`config.mk`:
```
export PLATFORM = sky130hd
export DESIGN_NAME = usart_baud_ctrl
export DESIGN_NICKNAME = d
export VERILOG_FILES = /design/src/pkg/usart_baud_pkg.sv /design/src/logic/level_sync.sv /design/src/logic/rate_divider.sv /design/src/logic/usart_baud_ctrl.sv
export SDC_FILE = /design/constraint.sdc
export NUM_CORES = 1
export LEC_CHECK = 0
export BUFFER_PORTS_ARGS = -buffer_cell sky130_fd_sc_hd__buf_4
export CORE_ASPECT_RATIO = 1.75
export CORE_MARGIN = 2
export CORE_UTILIZATION = 32
export CTS_CLUSTER_SIZE = 28
export DETAILED_ROUTE_END_ITERATION = 10
export SLEW_MARGIN = 20
export SYNTH_ARGS = -nofsm -noshare
export SYNTH_HDL_FRONTEND = slang
export SYNTH_HIERARCHICAL = 1
export SYNTH_SLANG_ARGS = --single-unit
```
`constraint.sdc`:
```
create_clock -name pclk -period 7.98 [get_ports pclk]
set_input_delay 1.197 -clock pclk [delete_from_list [all_inputs] [get_ports pclk]]
set_output_delay 1.197 -clock pclk [all_outputs]
set_load 0.05 [all_outputs]
```
`src/pkg/usart_baud_pkg.sv`:
```
/*
  Constants, field layouts and carrier types of the bit-rate generator and
  the receiver/transmitter enable control. Assumes a 32-bit APB register bus.
*/
package usart_baud_pkg;

  // ****************************************************************
  // Register byte offsets
  // ****************************************************************
  localparam logic [7:0] OFS_CONTROL = 8'h00;
  localparam logic [7:0] OFS_MODE = 8'h04;
  localparam logic [7:0] OFS_STATUS = 8'h14;
  localparam logic [7:0] OFS_HOLDING = 8'h1c;
  localparam logic [7:0] OFS_BAUD = 8'h20;
  localparam logic [7:0] OFS_RATIO = 8'h40;

  // ****************************************************************
  // Field positions
  // ****************************************************************
  localparam int CR_RX_RESET = 2;
  localparam int CR_TX_RESET = 3;
  localparam int CR_RX_ENABLE = 4;
  localparam int CR_RX_DISABLE = 5;
  localparam int CR_TX_ENABLE = 6;
  localparam int CR_TX_DISABLE = 7;
  localparam int MR_PORT_LSB = 0;
  localparam int MR_SRC_LSB = 4;
  localparam int MR_SYNC_BIT = 8;
  localparam int MR_CARD_CLK_BIT = 18;
  localparam int MR_OVER_BIT = 19;
  localparam int BAUD_DIVISOR_LSB = 0;
  localparam int BAUD_FRACTION_LSB = 16;
  localparam int ST_HOLD_FREE = 1;
  localparam int ST_DONE = 9;
  localparam int ST_RX_ON = 16;
  localparam int ST_TX_ON = 17;

  // ****************************************************************
  // Encodings and reset values
  // ****************************************************************
  localparam logic [3:0] PORT_NORMAL = 4'h0;
  localparam logic [3:0] PORT_CARD_T0 = 4'h4;
  localparam logic [3:0] PORT_CARD_T1 = 4'h6;
  localparam logic [1:0] SRC_MASTER = 2'h0;
  localparam logic [1:0] SRC_MASTER_DIV = 2'h1;
  localparam logic [1:0] SRC_EXT = 2'h3;
  localparam logic [15:0] DIVISOR_RESET = 16'h0000;
  localparam logic [2:0] FRACTION_RESET = 3'h0;
  localparam logic [10:0] RATIO_RESET = 11'h174;
  localparam int PRESCALE_DEFAULT = 8;
  localparam logic [16:0] OVERSAMPLE_8 = 17'h00008;
  localparam logic [16:0] OVERSAMPLE_16 = 17'h00010;

  // ****************************************************************
  // Carrier types
  // ****************************************************************
  typedef struct packed {
    logic [3:0] port_mode;
    logic [1:0] src;
    logic sync;
    logic card_clock_output_enable;
    logic over;
  } mode_t;

  localparam mode_t MODE_RESET = '{port_mode: 4'h0, src: 2'h0, sync: 1'b0,
                                   card_clock_output_enable: 1'b0, over: 1'b0};

  typedef struct packed {
    logic sample;
    logic bitclk;
    logic sck;
    logic sck_en;
  } rate_out_t;

  typedef enum logic [2:0] {
    DIR_OFF = 3'b001,
    DIR_ON = 3'b010,
    DIR_DRAIN = 3'b100
  } dir_state_t;

endpackage

```
`src/logic/level_sync.sv`:
```
/*
  Two-flop synchroniser for one level from outside the pclk domain.
  Assumes the level is slow against pclk.
*/
`timescale 1ns/1ns
module level_sync (
  input wire logic pclk,
  input wire logic presetn,
  input wire logic async_in,
  output logic sync_out
);

  logic meta;
  logic next_meta;
  logic next_sync_out;

  always_comb begin
    next_meta = async_in;
    next_sync_out = meta;
  end

  always_ff @(posedge pclk or negedge presetn) begin
    if (!presetn) begin
      meta <= 1'b0;
      sync_out <= 1'b0;
    end else begin
      meta <= next_meta;
      sync_out <= next_sync_out;
    end
  end

endmodule

```
`src/logic/rate_divider.sv`:
```
/*
  Integer divider of a tick stream with optional one-eighth fractional step.
  Assumes src_tick is a one-cycle pulse in the pclk domain.
*/
`timescale 1ns/1ns
module rate_divider #(
  parameter int W = 16
) (
  input wire logic pclk,
  input wire logic presetn,
  input wire logic src_tick,
  input wire logic [W-1:0] divisor,
  input wire logic [2:0] frac,
  input wire logic frac_en,
  output logic tick,
  output logic level
);

  logic [W-1:0] cnt;
  logic [2:0] acc;
  logic carry;
  logic [W-1:0] next_cnt;
  logic [2:0] next_acc;
  logic next_carry;
  logic next_tick;
  logic next_level;
  logic [W:0] period;
  logic [W:0] half;
  logic [3:0] acc_sum;

  generate
    if (W < 2) begin : g_bad_width
      $error("rate_divider width too small");
    end
  endgenerate

  always_comb begin
    // A carry lengthens one period by a source tick: mean divisor is whole plus fraction/8
    period = {1'b0, divisor} + {{W{1'b0}}, carry};
    half = (period + {{W{1'b0}}, 1'b1}) >> 1;
    acc_sum = {1'b0, acc} + {1'b0, frac};
    next_cnt = cnt;
    next_acc = acc;
    next_carry = carry;
    next_tick = 1'b0;
    next_level = level;
    if (divisor == '0) begin
      next_cnt = '0;
      next_acc = 3'h0;
      next_carry = 1'b0;
      next_level = 1'b0;
    end else if (src_tick) begin
      if ({1'b0, cnt} >= period - {{W{1'b0}}, 1'b1}) begin
        next_cnt = '0;
        next_tick = 1'b1;
        if (frac_en) begin
          next_acc = acc_sum[2:0];
          next_carry = acc_sum[3];
        end else begin
          next_acc = 3'h0;
          next_carry = 1'b0;
        end
      end else begin
        next_cnt = cnt + {{(W-1){1'b0}}, 1'b1};
      end
      if (period == {{W{1'b0}}, 1'b1}) begin
        // Divisor one: counter is idle, every source tick passes through
        next_level = ~level;
      end else begin
        next_level = ({1'b0, next_cnt} < half);
      end
    end
  end

  always_ff @(posedge pclk or negedge presetn) begin
    if (!presetn) begin
      cnt <= '0;
      acc <= 3'h0;
      carry <= 1'b0;
      tick <= 1'b0;
      level <= 1'b0;
    end else begin
      cnt <= next_cnt;
      acc <= next_acc;
      carry <= next_carry;
      tick <= next_tick;
      level <= next_level;
    end
  end

endmodule

```
`src/logic/usart_baud_ctrl.sv`:
```
/*
  Bit-rate generator and receiver/transmitter enable control of a serial
  port, with an APB register slave. Assumes the character engines sit
  outside and report busy levels in the pclk domain; the serial clock pin
  arrives asynchronously and is resolved by a pad from in/out/enable.
*/
// Register access over APB and the address map are this design's own decisions.
`timescale 1ns/1ns
module usart_baud_ctrl #(
  parameter int PRESCALE = usart_baud_pkg::PRESCALE_DEFAULT
) (
  input wire logic pclk,
  input wire logic presetn,
  input wire logic psel,
  input wire logic penable,
  input wire logic pwrite,
  input wire logic [7:0] paddr,
  input wire logic [31:0] pwdata,
  output logic [31:0] prdata,
  output logic pready,
  output logic pslverr,
  input wire logic sck_in,
  output logic sck_out,
  output logic sck_oe,
  input wire logic rx_char_busy,
  input wire logic tx_char_busy,
  output logic sample_tick,
  output logic bit_tick,
  output logic rx_enabled,
  output logic tx_enabled,
  output logic rx_reset,
  output logic tx_reset,
  output logic tx_start,
  output logic [8:0] tx_data
);

  localparam int PW = (PRESCALE > 1) ? $clog2(PRESCALE) : 1;

  generate
    if (PRESCALE < 2 || PRESCALE > 256) begin : g_bad_prescale
      $error("PRESCALE must lie in 2..256");
    end
  endgenerate

  function automatic logic mapped(input logic [7:0] a);
    mapped = (a == usart_baud_pkg::OFS_CONTROL) || (a == usart_baud_pkg::OFS_MODE) ||
             (a == usart_baud_pkg::OFS_STATUS) || (a == usart_baud_pkg::OFS_HOLDING) ||
             (a == usart_baud_pkg::OFS_BAUD) || (a == usart_baud_pkg::OFS_RATIO);
  endfunction

  // ****************************************************************
  // State
  // ****************************************************************
  usart_baud_pkg::mode_t mode;
  usart_baud_pkg::mode_t next_mode;
  logic [15:0] clock_divisor;
  logic [15:0] next_clock_divisor;
  logic [2:0] fraction_part;
  logic [2:0] next_fraction_part;
  logic [10:0] ratio;
  logic [10:0] next_ratio;
  logic [31:0] next_prdata;
  logic next_pready;
  logic next_pslverr;
  usart_baud_pkg::dir_state_t rx_state;
  usart_baud_pkg::dir_state_t next_rx_state;
  usart_baud_pkg::dir_state_t tx_state;
  usart_baud_pkg::dir_state_t next_tx_state;
  logic hold_full;
  logic next_hold_full;
  logic [8:0] next_tx_data;
  logic next_tx_start;
  logic next_rx_reset;
  logic next_tx_reset;
  logic next_rx_enabled;
  logic next_tx_enabled;
  logic [PW-1:0] pre_cnt;
  logic [PW-1:0] next_pre_cnt;
  logic sck_s;
  logic sck_d;
  usart_baud_pkg::rate_out_t rate;
  usart_baud_pkg::rate_out_t next_rate;

  logic wr;
  logic [31:0] cmd;
  logic hold_free;
  logic tx_done;
  logic pre_tick;
  logic ext_tick;
  logic src_tick;
  logic card_mode;
  logic ext_direct;
  logic frac_en;
  logic [16:0] div2_divisor;
  logic t1;
  logic lvl1;
  logic t2;

  // ****************************************************************
  // APB slave: one access cycle, no wait states
  // ****************************************************************
  always_comb begin
    wr = psel & penable & pready & pwrite;
    cmd = (wr && paddr == usart_baud_pkg::OFS_CONTROL) ? pwdata : 32'h0000_0000;
    hold_free = (tx_state != usart_baud_pkg::DIR_OFF) & ~hold_full;
    tx_done = hold_free & ~tx_char_busy & ~tx_start;
    next_pready = psel & ~penable;
    next_pslverr = psel & ~penable & ~mapped(paddr);
    next_prdata = prdata;
    if (psel && !penable && (!pwrite || !mapped(paddr))) begin
      next_prdata = 32'h0000_0000;
      case (paddr)
        usart_baud_pkg::OFS_MODE: begin
          next_prdata[usart_baud_pkg::MR_PORT_LSB +: 4] = mode.port_mode;
          next_prdata[usart_baud_pkg::MR_SRC_LSB +: 2] = mode.src;
          next_prdata[usart_baud_pkg::MR_SYNC_BIT] = mode.sync;
          next_prdata[usart_baud_pkg::MR_CARD_CLK_BIT] = mode.card_clock_output_enable;
          next_prdata[usart_baud_pkg::MR_OVER_BIT] = mode.over;
        end
        usart_baud_pkg::OFS_STATUS: begin
          next_prdata[usart_baud_pkg::ST_HOLD_FREE] = hold_free;
          next_prdata[usart_baud_pkg::ST_DONE] = tx_done;
          next_prdata[usart_baud_pkg::ST_RX_ON] = rx_enabled;
          next_prdata[usart_baud_pkg::ST_TX_ON] = tx_enabled;
        end
        usart_baud_pkg::OFS_BAUD: begin
          next_prdata[usart_baud_pkg::BAUD_DIVISOR_LSB +: 16] = clock_divisor;
          next_prdata[usart_baud_pkg::BAUD_FRACTION_LSB +: 3] = fraction_part;
        end
        usart_baud_pkg::OFS_RATIO: begin
          next_prdata[10:0] = ratio;
        end
        default: begin
          next_prdata = 32'h0000_0000;
        end
      endcase
    end
    // Configuration survives direction resets: only presetn clears it
    next_mode = mode;
    next_clock_divisor = clock_divisor;
    next_fraction_part = fraction_part;
    next_ratio = ratio;
    if (wr && paddr == usart_baud_pkg::OFS_MODE) begin
      next_mode.port_mode = pwdata[usart_baud_pkg::MR_PORT_LSB +: 4];
      next_mode.src = pwdata[usart_baud_pkg::MR_SRC_LSB +: 2];
      next_mode.sync = pwdata[usart_baud_pkg::MR_SYNC_BIT];
      next_mode.card_clock_output_enable = pwdata[usart_baud_pkg::MR_CARD_CLK_BIT];
      next_mode.over = pwdata[usart_baud_pkg::MR_OVER_BIT];
    end
    if (wr && paddr == usart_baud_pkg::OFS_BAUD) begin
      next_clock_divisor = pwdata[usart_baud_pkg::BAUD_DIVISOR_LSB +: 16];
      next_fraction_part = pwdata[usart_baud_pkg::BAUD_FRACTION_LSB +: 3];
    end
    if (wr && paddr == usart_baud_pkg::OFS_RATIO) begin
      next_ratio = pwdata[10:0];
    end
  end

  always_ff @(posedge pclk or negedge presetn) begin
    if (!presetn) begin
      prdata <= 32'h0000_0000;
      pready <= 1'b0;
      pslverr <= 1'b0;
      mode <= usart_baud_pkg::MODE_RESET;
      clock_divisor <= usart_baud_pkg::DIVISOR_RESET;
      fraction_part <= usart_baud_pkg::FRACTION_RESET;
      ratio <= usart_baud_pkg::RATIO_RESET;
    end else begin
      prdata <= next_prdata;
      pready <= next_pready;
      pslverr <= next_pslverr;
      mode <= next_mode;
      clock_divisor <= next_clock_divisor;
      fraction_part <= next_fraction_part;
      ratio <= next_ratio;
    end
  end

  // ****************************************************************
  // Receiver and transmitter enable control
  // ****************************************************************
  always_comb begin
    next_rx_state = rx_state;
    next_tx_state = tx_state;
    next_hold_full = hold_full;
    next_tx_data = tx_data;
    next_rx_reset = cmd[usart_baud_pkg::CR_RX_RESET];
    next_tx_reset = cmd[usart_baud_pkg::CR_TX_RESET];
    case (rx_state)
      usart_baud_pkg::DIR_OFF: begin
        if (cmd[usart_baud_pkg::CR_RX_ENABLE] && !cmd[usart_baud_pkg::CR_RX_DISABLE]) begin
          next_rx_state = usart_baud_pkg::DIR_ON;
        end
      end
      usart_baud_pkg::DIR_ON: begin
        if (cmd[usart_baud_pkg::CR_RX_DISABLE]) begin
          next_rx_state = rx_char_busy ? usart_baud_pkg::DIR_DRAIN
                                       : usart_baud_pkg::DIR_OFF;
        end
      end
      usart_baud_pkg::DIR_DRAIN: begin
        if (cmd[usart_baud_pkg::CR_RX_ENABLE] && !cmd[usart_baud_pkg::CR_RX_DISABLE]) begin
          next_rx_state = usart_baud_pkg::DIR_ON;
        end else if (!rx_char_busy) begin
          next_rx_state = usart_baud_pkg::DIR_OFF;
        end
      end
      default: begin
        next_rx_state = usart_baud_pkg::DIR_OFF;
      end
    endcase
    if (cmd[usart_baud_pkg::CR_RX_RESET]) begin
      next_rx_state = usart_baud_pkg::DIR_OFF;
    end
    // Engine must raise tx_char_busy the cycle after tx_start
    next_tx_start = (tx_state != usart_baud_pkg::DIR_OFF) & hold_full & ~tx_char_busy &
                    ~tx_start;
    if (next_tx_start) begin
      next_hold_full = 1'b0;
    end
    if (wr && paddr == usart_baud_pkg::OFS_HOLDING && hold_free) begin
      next_hold_full = 1'b1;
      next_tx_data = pwdata[8:0];
    end
    case (tx_state)
      usart_baud_pkg::DIR_OFF: begin
        if (cmd[usart_baud_pkg::CR_TX_ENABLE] && !cmd[usart_baud_pkg::CR_TX_DISABLE]) begin
          next_tx_state = usart_baud_pkg::DIR_ON;
        end
      end
      usart_baud_pkg::DIR_ON: begin
        if (cmd[usart_baud_pkg::CR_TX_DISABLE]) begin
          next_tx_state = usart_baud_pkg::DIR_DRAIN;
        end
      end
      usart_baud_pkg::DIR_DRAIN: begin
        if (cmd[usart_baud_pkg::CR_TX_ENABLE] && !cmd[usart_baud_pkg::CR_TX_DISABLE]) begin
          next_tx_state = usart_baud_pkg::DIR_ON;
        end else if (!hold_full && !tx_char_busy && !tx_start) begin
          // Busy covers the timeguard, so it is kept before stopping
          next_tx_state = usart_baud_pkg::DIR_OFF;
        end
      end
      default: begin
        next_tx_state = usart_baud_pkg::DIR_OFF;
      end
    endcase
    if (cmd[usart_baud_pkg::CR_TX_RESET]) begin
      next_tx_state = usart_baud_pkg::DIR_OFF;
      next_hold_full = 1'b0;
      next_tx_start = 1'b0;
    end
    next_rx_enabled = (next_rx_state != usart_baud_pkg::DIR_OFF);
    next_tx_enabled = (next_tx_state != usart_baud_pkg::DIR_OFF);
  end

  always_ff @(posedge pclk or negedge presetn) begin
    if (!presetn) begin
      rx_state <= usart_baud_pkg::DIR_OFF;
      tx_state <= usart_baud_pkg::DIR_OFF;
      hold_full <= 1'b0;
      tx_data <= 9'h000;
      tx_start <= 1'b0;
      rx_reset <= 1'b0;
      tx_reset <= 1'b0;
      rx_enabled <= 1'b0;
      tx_enabled <= 1'b0;
    end else begin
      rx_state <= next_rx_state;
      tx_state <= next_tx_state;
      hold_full <= next_hold_full;
      tx_data <= next_tx_data;
      tx_start <= next_tx_start;
      rx_reset <= next_rx_reset;
      tx_reset <= next_tx_reset;
      rx_enabled <= next_rx_enabled;
      tx_enabled <= next_tx_enabled;
    end
  end

  // ****************************************************************
  // Bit-rate generator
  // ****************************************************************
  // Pin edges are only seen reliably when sck is slow against pclk
  level_sync u_sck_sync (
    .pclk(pclk),
    .presetn(presetn),
    .async_in(sck_in),
    .sync_out(sck_s)
  );

  always_comb begin
    pre_tick = (pre_cnt == PW'(PRESCALE - 1));
    next_pre_cnt = pre_tick ? '0 : pre_cnt + {{(PW-1){1'b0}}, 1'b1};
    ext_tick = sck_s & ~sck_d;
    case (mode.src)
      usart_baud_pkg::SRC_MASTER: src_tick = 1'b1;
      usart_baud_pkg::SRC_MASTER_DIV: src_tick = pre_tick;
      usart_baud_pkg::SRC_EXT: src_tick = ext_tick;
      default: src_tick = pre_tick;
    endcase
    card_mode = (mode.port_mode == usart_baud_pkg::PORT_CARD_T0) ||
                (mode.port_mode == usart_baud_pkg::PORT_CARD_T1);
    ext_direct = mode.sync & (mode.src == usart_baud_pkg::SRC_EXT);
    frac_en = (mode.port_mode == usart_baud_pkg::PORT_NORMAL) & ~mode.sync &
              (fraction_part != 3'h0);
    if (card_mode) begin
      div2_divisor = {6'h00, ratio};
    end else begin
      div2_divisor = mode.over ? usart_baud_pkg::OVERSAMPLE_8
                               : usart_baud_pkg::OVERSAMPLE_16;
    end
    next_rate.sample = ~mode.sync & ~card_mode & t1;
    if (ext_direct) begin
      next_rate.bitclk = ext_tick;
    end else if (mode.sync && !card_mode) begin
      next_rate.bitclk = t1;
    end else begin
      next_rate.bitclk = t2;
    end
    next_rate.sck_en = (mode.sync & ~ext_direct & ~card_mode) |
                       (card_mode & mode.card_clock_output_enable);
    // High phase is the first half of each period, rounded up for odd divisors
    next_rate.sck = lvl1 & next_rate.sck_en;
  end

  rate_divider #(
    .W(16)
  ) u_main_div (
    .pclk(pclk),
    .presetn(presetn),
    .src_tick(src_tick),
    .divisor(clock_divisor),
    .frac(fraction_part),
    .frac_en(frac_en),
    .tick(t1),
    .level(lvl1)
  );

  rate_divider #(
    .W(17)
  ) u_sample_div (
    .pclk(pclk),
    .presetn(presetn),
    .src_tick(t1),
    .divisor(div2_divisor),
    .frac(3'h0),
    .frac_en(1'b0),
    .tick(t2),
    .level()
  );

  always_ff @(posedge pclk or negedge presetn) begin
    if (!presetn) begin
      pre_cnt <= '0;
      sck_d <= 1'b0;
      rate <= '0;
    end else begin
      pre_cnt <= next_pre_cnt;
      sck_d <= sck_s;
      rate <= next_rate;
    end
  end

  always_comb begin
    sample_tick = rate.sample;
    bit_tick = rate.bitclk;
    sck_out = rate.sck;
    sck_oe = rate.sck_en;
  end

endmodule

```
==> reports/qor.tcl, run 1 <==
set qor(status) {complete, no violations}
set qor(finClkSkew_ns) 0.0119
set qor(grt_first_pass_wirelength_mm) 45.2
set qor(synth_area_mm2) 0.0106
set qor(crit_fanout) 16
set qor(reg2reg_depth) 22
set qor(worstMarginPinSlew_ns) 0.961
set qor(rrSetupSlack_ns) 1.16
set qor(tritoncts) {done}
set qor(pwr-share-comb_pct) 8.0
set qor(worst_ep_required_time_ns) 8.34
set qor(setup_tns_final_ns) 0
set qor(yosys_warnings) 6
set qor(f_max_mhz) 147
set qor(rr_startpoint) {clock_divisor[1]}
set qor(whs_path_depth) 0
set qor(final_critical_path_time_including_i_o_delays_and_setup_ns) 6.82
set qor(first_drt_iteration_drcs) 347
set qor(layout_commonest_cell) {sky130_fd_sc_hd__dfrtp_1}
set qor(global_route.overflow_total) 0
set qor(power.ir.vdd_worst_mv) 0.178
set qor(avgRoutedWirePerCell_um) 17.2
set qor(place_congestion) 0.897
set qor(cellLeakagePower_uw) 0.00546
set qor(maxSlewHeadroom_pct) 35.6
set qor(clock_sink_count) 136
set qor(antenna_found_initial) 0
set qor(min_to) {u_sck_sync/sync_out}
set qor(die_h_um) 245
set qor(fillerInstances) 3338
set qor(postRouteWirelength_mm) 28.0
set qor(final_report_setup_violation_count) 0
set qor(clock_insertion_delay_worst_skew_ns) 0.46
set qor(detail_route.drc_violations) 0
set qor(psw_uw) 443
set qor(layout.cells.non_filler) 1628
set qor(detailedPlacementHpwl_mm) 21.6
set qor(buffers_inserted_by_post_cts_timing_repair) 0
set qor(layout.area.seq_mm2) 0.00341
set qor(drv_slew) 0
set qor(dp.cells) 1596
set qor(endpoint_kind) {register}
set qor(synthesis.area_per_instance_um2) 9.38
set qor(clk_transition_reported_paths_ns) 0.07
set qor(max-cap-violations) 0
set qor(multi_input_area_mm2) 0.00683
set qor(die_x_um) 142
set qor(initial_core_util_pct) 32.3
set qor(cts_max_path_buffers) 2
set qor(rows) 88
set qor(area_delta_synth_final_pct) 14.0
set qor(layout_net_count) 1330
set qor(p_seq_share_pct) 43.1
set qor(antenna_violating_nets_post_route) 0
set qor(via_count) 8620
set qor(layout_worst_path_cycle_share_pct) 85.5
set qor(areal_power_density_over_the_cells_mw_per_mm2) 133
set qor(rr_endpoint) {u_main_div/level}
set qor(ctsHtreeMaxLevel) 4
set qor(drive_above_1_share_pct) 19.1
set qor(via_count_of_the_first_global_routing_pass) 8666
set qor(num_antenna_cells) 0
set qor(cells_after_synth) 1135
set qor(crit_start) {clock_divisor[1]}
set qor(rsz0062_at_grt) {no}
set qor(die-area_mm2) 0.0348
set qor(grt_use_total_pct) 16.6
set qor(post_cts_resized) 0
set qor(hold_ws_ns) 0.362
set qor(design.core.area_mm2) 0.0329
set qor(worst_hold_startpoint) {u_sck_sync/meta}
set qor(cts_root_buffer) {sky130_fd_sc_hd__clkbuf_16}
set qor(final_cell_mix) {sky130_fd_sc_hd__dfrtp_1 (129), sky130_fd_sc_hd__nand2_1 (101), sky130_fd_sc_hd__buf_4 (82)}
set qor(p_int_uw) 1180
set qor(inserted_clock_buffers) 17
set qor(crit_path_start_kind) {register}
set qor(detailedRoute.firstPassIterationCount) 5
set qor(netSwitchingFraction_pct) 27.3
set qor(routed_via_density) 5.29
set qor(final-hold-violation-count) 0
set qor(worst_hold_path_type) {reg -> reg}
set qor(cts_hold_repair.buffers) 0
set qor(maximum_number_of_pins_on_one_net_before_global_route_repair) 70
set qor(floorplan.io_pins) 100
set qor(clockPowerShare_pct) 49.0
set qor(crit_path_dat_ns) 7.18
set qor(criticalPathCategory) {reg -> reg}
set qor(place.port_buffers) 75
[through the flow]
step | setup slack [ns] | area [um^2] | utilization [%] | total power, uW
final | 1.16 | 12100 | 36.9 | 1620
after global routing | 0.576 | 12100 | 36.9 | 1680
after CTS | 1.14 | 12100 | 36.8 | 1630
after detailed placement | 1.18 | 11500 | 35.1 | 839
after global placement | 1.26 | 11500 | 35.0 | 836
after floorplan | 2.88 | 10800 | - | 793
[final cells by class]
cell class | count | area share, %
Multi-Input combinational cell | 927 | 56.3
Sequential cell | 136 | 28.1
Timing Repair Buffer | 84 | 5.26
Tap cell | 405 | 4.18
Clock buffer | 17 | 3.51
Inverter | 44 | 1.36
Clock inverter | 15 | 1.27
[critical path, cell delays in order (launching register included)]
cell                        delay (ns)
sky130_fd_sc_hd__dfrtp_1          0.52
sky130_fd_sc_hd__ha_1             0.47
sky130_fd_sc_hd__nand3_1          0.39
sky130_fd_sc_hd__or4_1            0.56
sky130_fd_sc_hd__o41ai_2          0.11
sky130_fd_sc_hd__o21ai_4          0.15
sky130_fd_sc_hd__nor2_1           0.20
sky130_fd_sc_hd__nand4_1          0.14
sky130_fd_sc_hd__xnor2_1          0.18
sky130_fd_sc_hd__ha_1             0.31
sky130_fd_sc_hd__nand3_1          0.11
sky130_fd_sc_hd__nor4_1           0.28
sky130_fd_sc_hd__nor2_1           0.17
sky130_fd_sc_hd__nor3_2           0.82
sky130_fd_sc_hd__nor2_1           0.13
sky130_fd_sc_hd__ha_1             0.35
sky130_fd_sc_hd__a21oi_1          0.15
sky130_fd_sc_hd__nor2b_1          0.05
sky130_fd_sc_hd__o21ai_0          0.32
sky130_fd_sc_hd__o41ai_1          0.14
sky130_fd_sc_hd__a2111oi_0        0.80
sky130_fd_sc_hd__nand4b_1         0.16
sky130_fd_sc_hd__o211ai_1         0.20
[sequential cells by signal, summed over array words and instances, names as in the netlist, 3 cells and up]
name,count
clock_divisor,16
fraction_part,3
rx_state,3
mode,9
pre_cnt,3
u_sample_div/acc,3
tx_data,9
u_main_div/cnt,16
u_main_div/acc,3
tx_state,3
ratio,11
u_sample_div/cnt,17
prdata,20
[power groups by stage]
| stage | clock network (uW) | registers, uW | logic (uW) |
|---|---|---|---|
| floorplan | 0 | 710 | 82.2 |
| global placement | 0 | 710 | 126 |
| finish | 793 | 698 | 129 |
| CTS | 807 | 697 | 129 |
| global route | 835 | 698 | 143 |
| detailed placement | 0 | 710 | 129 |
[how the worst max path moves through the flow]
stage,endpoint,cells after the start
6_report,u_main_div/level,22
5_1_grt,u_main_div/level,24
4_1_cts,u_main_div/level,23
3_5_place_dp,u_main_div/level,23
3_3_place_gp,u_main_div/level,21
2_1_floorplan,u_main_div/level,25
[layer usage]
metal	up-vias	part of all wire (%)	track usage [%]
met4	0	3.5	8.21
li1	4220	-	-
met5	-	0	0
met2	178	55	31.8
met3	44	2.9	2.50
met1	4178	38	17.2
Note: power is estimated with default switching activity, not from simulation.
==> run 2: changes to the inputs <==
--- a/config.mk
+++ b/config.mk
@@ -7,12 +7,12 @@
 export LEC_CHECK = 0
 export BUFFER_PORTS_ARGS = -buffer_cell sky130_fd_sc_hd__buf_4
 export CORE_ASPECT_RATIO = 1.75
-export CORE_MARGIN = 2
+export CORE_MARGIN = 5
 export CORE_UTILIZATION = 32
 export CTS_CLUSTER_SIZE = 28
 export DETAILED_ROUTE_END_ITERATION = 10
+export SKIP_LAST_GASP = 1
 export SLEW_MARGIN = 20
 export SYNTH_ARGS = -nofsm -noshare
 export SYNTH_HDL_FRONTEND = slang
-export SYNTH_HIERARCHICAL = 1
 export SYNTH_SLANG_ARGS = --single-unit
==> run 2 against run 1 <==
  * Routed wire length is 12% lower
  * Via count shrank 11%
  * Sequential share of layout area grew 3.4 points
  * Final cell count fell by 11%
  * Highest routed layer unchanged
==> reports/qor.tcl, run 2 <==
set qor(p_seq_share_pct) 42.2 ;# -0.9 points
set qor(crit_start) {clock_divisor[1]}
set qor(place_ws_ns) 1.32 ;# +0.142 ns
set qor(rrSetupSlack_ns) 1.39 ;# +0.24 ns
set qor(design.core.area_mm2) 0.0280 ;# -15%
set qor(netSwitchingFraction_pct) 26.4 ;# -0.97 points
set qor(rsz0062_at_grt) {no}
set qor(drv_slew) 0 ;# unchanged
set qor(crit_path_dat_ns) 6.87 ;# -0.31 ns
set qor(post_synth_and_or_nand_nor_area_fraction_pct) 22.0
set qor(regs_by_ff_count) {prdata (20), u_sample_div.cnt (17)}
set qor(grt_use_total_pct) 16.0 ;# -0.54 points
set qor(hold_ws_ns) 0.363 ;# +0.000836 ns
set qor(worst_ep_required_time_ns) 8.26 ;# -0.08 ns
set qor(clk_transition_reported_paths_ns) 0.06 ;# about the same
set qor(via_count) 7634 ;# -11%
set qor(pwr-share-comb_pct) 8.2 ;# +0.2 points
set qor(layout_net_count) 1168 ;# -12%
set qor(post_synth_most_frequent_cells) {sky130_fd_sc_hd__dfrtp_1 (125), sky130_fd_sc_hd__nand2_1 (106), sky130_fd_sc_hd__nor2_1 (88), sky130_fd_sc_hd__ha_1 (64), sky130_fd_sc_hd__a21oi_1 (58)}
set qor(num_antenna_cells) 0 ;# unchanged
set qor(final_critical_path_time_including_i_o_delays_and_setup_ns) 6.59 ;# -0.235 ns
set qor(p_int_uw) 1200 ;# +2.0%
set qor(cts_hold_repair.buffers) 0 ;# unchanged
set qor(yosys_warnings) 0 ;# -6
set qor(areal_power_density_over_the_cells_mw_per_mm2) 155 ;# +16%
set qor(rows) 81 ;# -8.0%
set qor(yosysTopAreaCellShare_pct) 34.5
set qor(tritoncts) {done}
set qor(synthesized_area_fraction_occupied_by_adder_cells_pct) 9.05
set qor(synthesis.area_per_instance_um2) 9.03 ;# -3.7%
set qor(largest_register) {prdata}
set qor(floorplan.io_pins) 100 ;# unchanged
set qor(grt_first_pass_wirelength_mm) 40.3 ;# -11%
set qor(flops_latches_synth) 132
set qor(fin_area_mm2) 0.0105 ;# -13%
set qor(endpoint_kind) {register}
set qor(cts_max_path_buffers) 2 ;# unchanged
set qor(drive_above_1_share_pct) 19.0 ;# -0.13 points
set qor(antenna_violating_nets_post_route) 0 ;# unchanged
set qor(postRouteWirelength_mm) 24.8 ;# -12%
set qor(synth_compound_area_share_pct) 14.8
set qor(f_max_mhz) 152 ;# +3.6%
set qor(die_x_um) 137 ;# -3.2%
set qor(cells_after_synth) 1004 ;# -12%
set qor(synth-edff-count) 0
set qor(final_cell_mix) {sky130_fd_sc_hd__dfrtp_1 (125), sky130_fd_sc_hd__nand2_1 (106), sky130_fd_sc_hd__nor2_1 (88)}
set qor(largest_register_ffs) 20 ;# unchanged
set qor(synth_xor_xnor_area_share_pct) 5.97
set qor(place_congestion) 0.861 ;# -4.0%
set qor(maximum_number_of_pins_on_one_net_before_global_route_repair) 74 ;# +5.7%
set qor(rr_startpoint) {clock_divisor[1]}
set qor(finClkSkew_ns) 0.0145 ;# +0.00263 ns
set qor(detail_route.drc_violations) 0 ;# unchanged
set qor(max-cap-violations) 0 ;# unchanged
set qor(sequential_cell_area_fraction_in_the_yosys_report_pct) 36.5
set qor(setup_tns_final_ns) 0 ;# unchanged
set qor(via_count_of_the_first_global_routing_pass) 7760 ;# -10%
set qor(first_drt_iteration_drcs) 377 ;# +8.6%
set qor(crit_path_start_kind) {register}
set qor(detailedPlacementHpwl_mm) 19.1 ;# -12%
set qor(place.port_buffers) 75 ;# unchanged
set qor(synth_most_common_cell) {sky130_fd_sc_hd__dfrtp_1}
set qor(area_delta_synth_final_pct) 16.0
set qor(reg2reg_depth) 24 ;# +9.1%
set qor(detailedRoute.firstPassIterationCount) 6 ;# +1
set qor(synth_largest_area_cell) {sky130_fd_sc_hd__dfrtp_1}
set qor(power.ir.vdd_worst_mv) 0.151 ;# -15%
set qor(fillerInstances) 2905 ;# -13%
set qor(final-hold-violation-count) 0 ;# unchanged
set qor(global_route.overflow_total) 0 ;# unchanged
set qor(cellLeakagePower_uw) 0.00484 ;# -11%
set qor(finalWorstSetupSlack_ns) 1.39 ;# +0.235 ns
set qor(layout_worst_path_cycle_share_pct) 82.5 ;# -2.9 points
set qor(criticalPathCategory) {reg -> reg}
set qor(synth_top_cells_by_area) {sky130_fd_sc_hd__dfrtp_1 (34%), sky130_fd_sc_hd__ha_1 (8.8%), sky130_fd_sc_hd__mux2_2 (6.2%)}
set qor(cts_root_buffer) {sky130_fd_sc_hd__clkbuf_16}
set qor(synth_cell_types) 78
set qor(dpl_cell_area_mm2) 0.00992 ;# -14%
set qor(psw_uw) 430 ;# -2.9%
set qor(inserted_clock_buffers) 17 ;# unchanged
set qor(avgRoutedWirePerCell_um) 17.2 ;# -0.14%
set qor(layout_commonest_cell) {sky130_fd_sc_hd__dfrtp_1}
set qor(maxSlewHeadroom_pct) 36.8 ;# +1.2 points
set qor(clock_sink_count) 132 ;# -2.9%
set qor(destination_of_the_critical_timing_path) {u_main_div.level}
set qor(worst_hold_path_type) {reg -> reg}
set qor(antenna_found_initial) 0 ;# unchanged
set qor(worstMarginPinSlew_ns) 0.945 ;# -0.0158 ns
set qor(status) {complete, no violations}
set qor(synth_top_flop_cell) {sky130_fd_sc_hd__dfrtp_1}
set qor(die_h_um) 233 ;# -5.1%
set qor(rr_endpoint) {u_main_div.level}
set qor(final_report_setup_violation_count) 0 ;# unchanged
set qor(buffers_inserted_by_post_cts_timing_repair) 0 ;# unchanged
set qor(crit_fanout) 16 ;# unchanged
set qor(ctsHtreeMaxLevel) 4 ;# unchanged
set qor(synthMuxAreaShare_pct) 7.20
set qor(post_cts_resized) 0 ;# unchanged
set qor(synth_area_mm2) 0.00907 ;# -15%
set qor(clock_insertion_delay_worst_skew_ns) 0.44 ;# -0.02 ns
set qor(die-area_mm2) 0.0319 ;# -8.2%
set qor(synth_top_family_by_area) {simple AND/OR/NAND/NOR gates}
set qor(clockPowerShare_pct) 49.6 ;# +0.6 points
set qor(synth_async_sr_flop_share_pct) 100
set qor(routed_via_density) 5.30 ;# about the same
set qor(initial_core_util_pct) 32.4 ;# +0.090 points
-- run 2: cell types whose count changed in the layout (fill, tap and decap cells not counted), sizes merged, moves of 18 or more --
| cell | change |
|---|---|
| conb | -36 |
| xnor2 | -34 |
| nor4 | -24 |
| inv | -21 |
| nand4 | -18 |
| nor3 | -18 |
-- run 2: cells by family after synthesis --
family	Yosys count
mux	59
other cells	1
simple gates	392
compound gates	203
fa+ha+maj	65
flops	132
xor+xnor	61
buf+inv	91
-- run 2: final cells by class --
type | count | area, um^2 | share of cell area [%]
sequential | 132 | 3310 | 31.5
clock buffer | 20 | 457 | 4.34
inverter | 29 | 109 | 1.03
tap | 373 | 467 | 4.44
multi-input combinational | 792 | 5400 | 51.4
timing repair buffer | 83 | 627 | 5.96
clock inverter | 12 | 145 | 1.38
-- run 2: worst min path at each step --
stage	from	end	slack [ns]	depth (start not counted)
after detailed placement	u_sck_sync.meta	u_sck_sync.sync_out	0.34	0
after floorplan	u_sck_sync.meta	u_sck_sync.sync_out	0.33	0
after CTS	u_sck_sync.meta	u_sck_sync.sync_out	0.36	0
after global placement	u_sck_sync.meta	u_sck_sync.sync_out	0.34	0
after global routing	u_sck_sync.meta	u_sck_sync.sync_out	0.37	0
final	u_sck_sync.meta	u_sck_sync.sync_out	0.36	0
-- run 2: layer usage --
| metal | routed length [um] | part of all wire [%] | GRT usage [%] |
|---|---|---|---|
| met3 | 718 | 2.9 | 2.68 |
| met5 | 0 | 0 | 0 |
| met1 | 8910 | 36 | 16.3 |
| met4 | 930 | 3.8 | 7.58 |
| met2 | 14200 | 57 | 30.8 |
-- run 2: metrics by stage --
stage               std cells  power, uW  util, %
global placement         1409        835     35.4
CTS                      1441       1650     37.6
finish                   1441       1630     37.6
detailed placement       1409        836     35.4
floorplan                1015        779        -
global route             1441       1690     37.6
-- run 2: power by group through the flow --
stage / clock network [uW] / logic (uW) / registers (uW)
floorplan: 0 / 53.3 / 726
global placement: 0 / 134 / 701
detailed placement: 0 / 135 / 701
finish: 809 / 133 / 689
CTS: 830 / 135 / 689
global route: 853 / 146 / 689
-- run 2: critical path: stages, from the launching register on --
cell and delay, ns:
sky130_fd_sc_hd__dfrtp_1 0.55, sky130_fd_sc_hd__ha_1 0.56, sky130_fd_sc_hd__and4_1 0.33, sky130_fd_sc_hd__a211oi_1 0.09, sky130_fd_sc_hd__o211a_1 0.25, sky130_fd_sc_hd__or2_2 0.28, sky130_fd_sc_hd__nand3_1 0.19, sky130_fd_sc_hd__nor2_1 0.08
sky130_fd_sc_hd__o32ai_1 0.29, sky130_fd_sc_hd__xnor2_1 0.11, sky130_fd_sc_hd__ha_1 0.29, sky130_fd_sc_hd__nand2_1 0.08, sky130_fd_sc_hd__o21ai_0 0.22, sky130_fd_sc_hd__and4b_1 0.22, sky130_fd_sc_hd__o21ai_0 0.26, sky130_fd_sc_hd__and3_1 0.58
sky130_fd_sc_hd__nor2_1 0.11, sky130_fd_sc_hd__ha_1 0.33, sky130_fd_sc_hd__a21oi_1 0.14, sky130_fd_sc_hd__nor2_1 0.06, sky130_fd_sc_hd__a2111oi_0 0.39, sky130_fd_sc_hd__o21ai_0 0.16, sky130_fd_sc_hd__o211ai_1 0.22, sky130_fd_sc_hd__nand4b_1 0.18
sky130_fd_sc_hd__o311ai_0 0.47
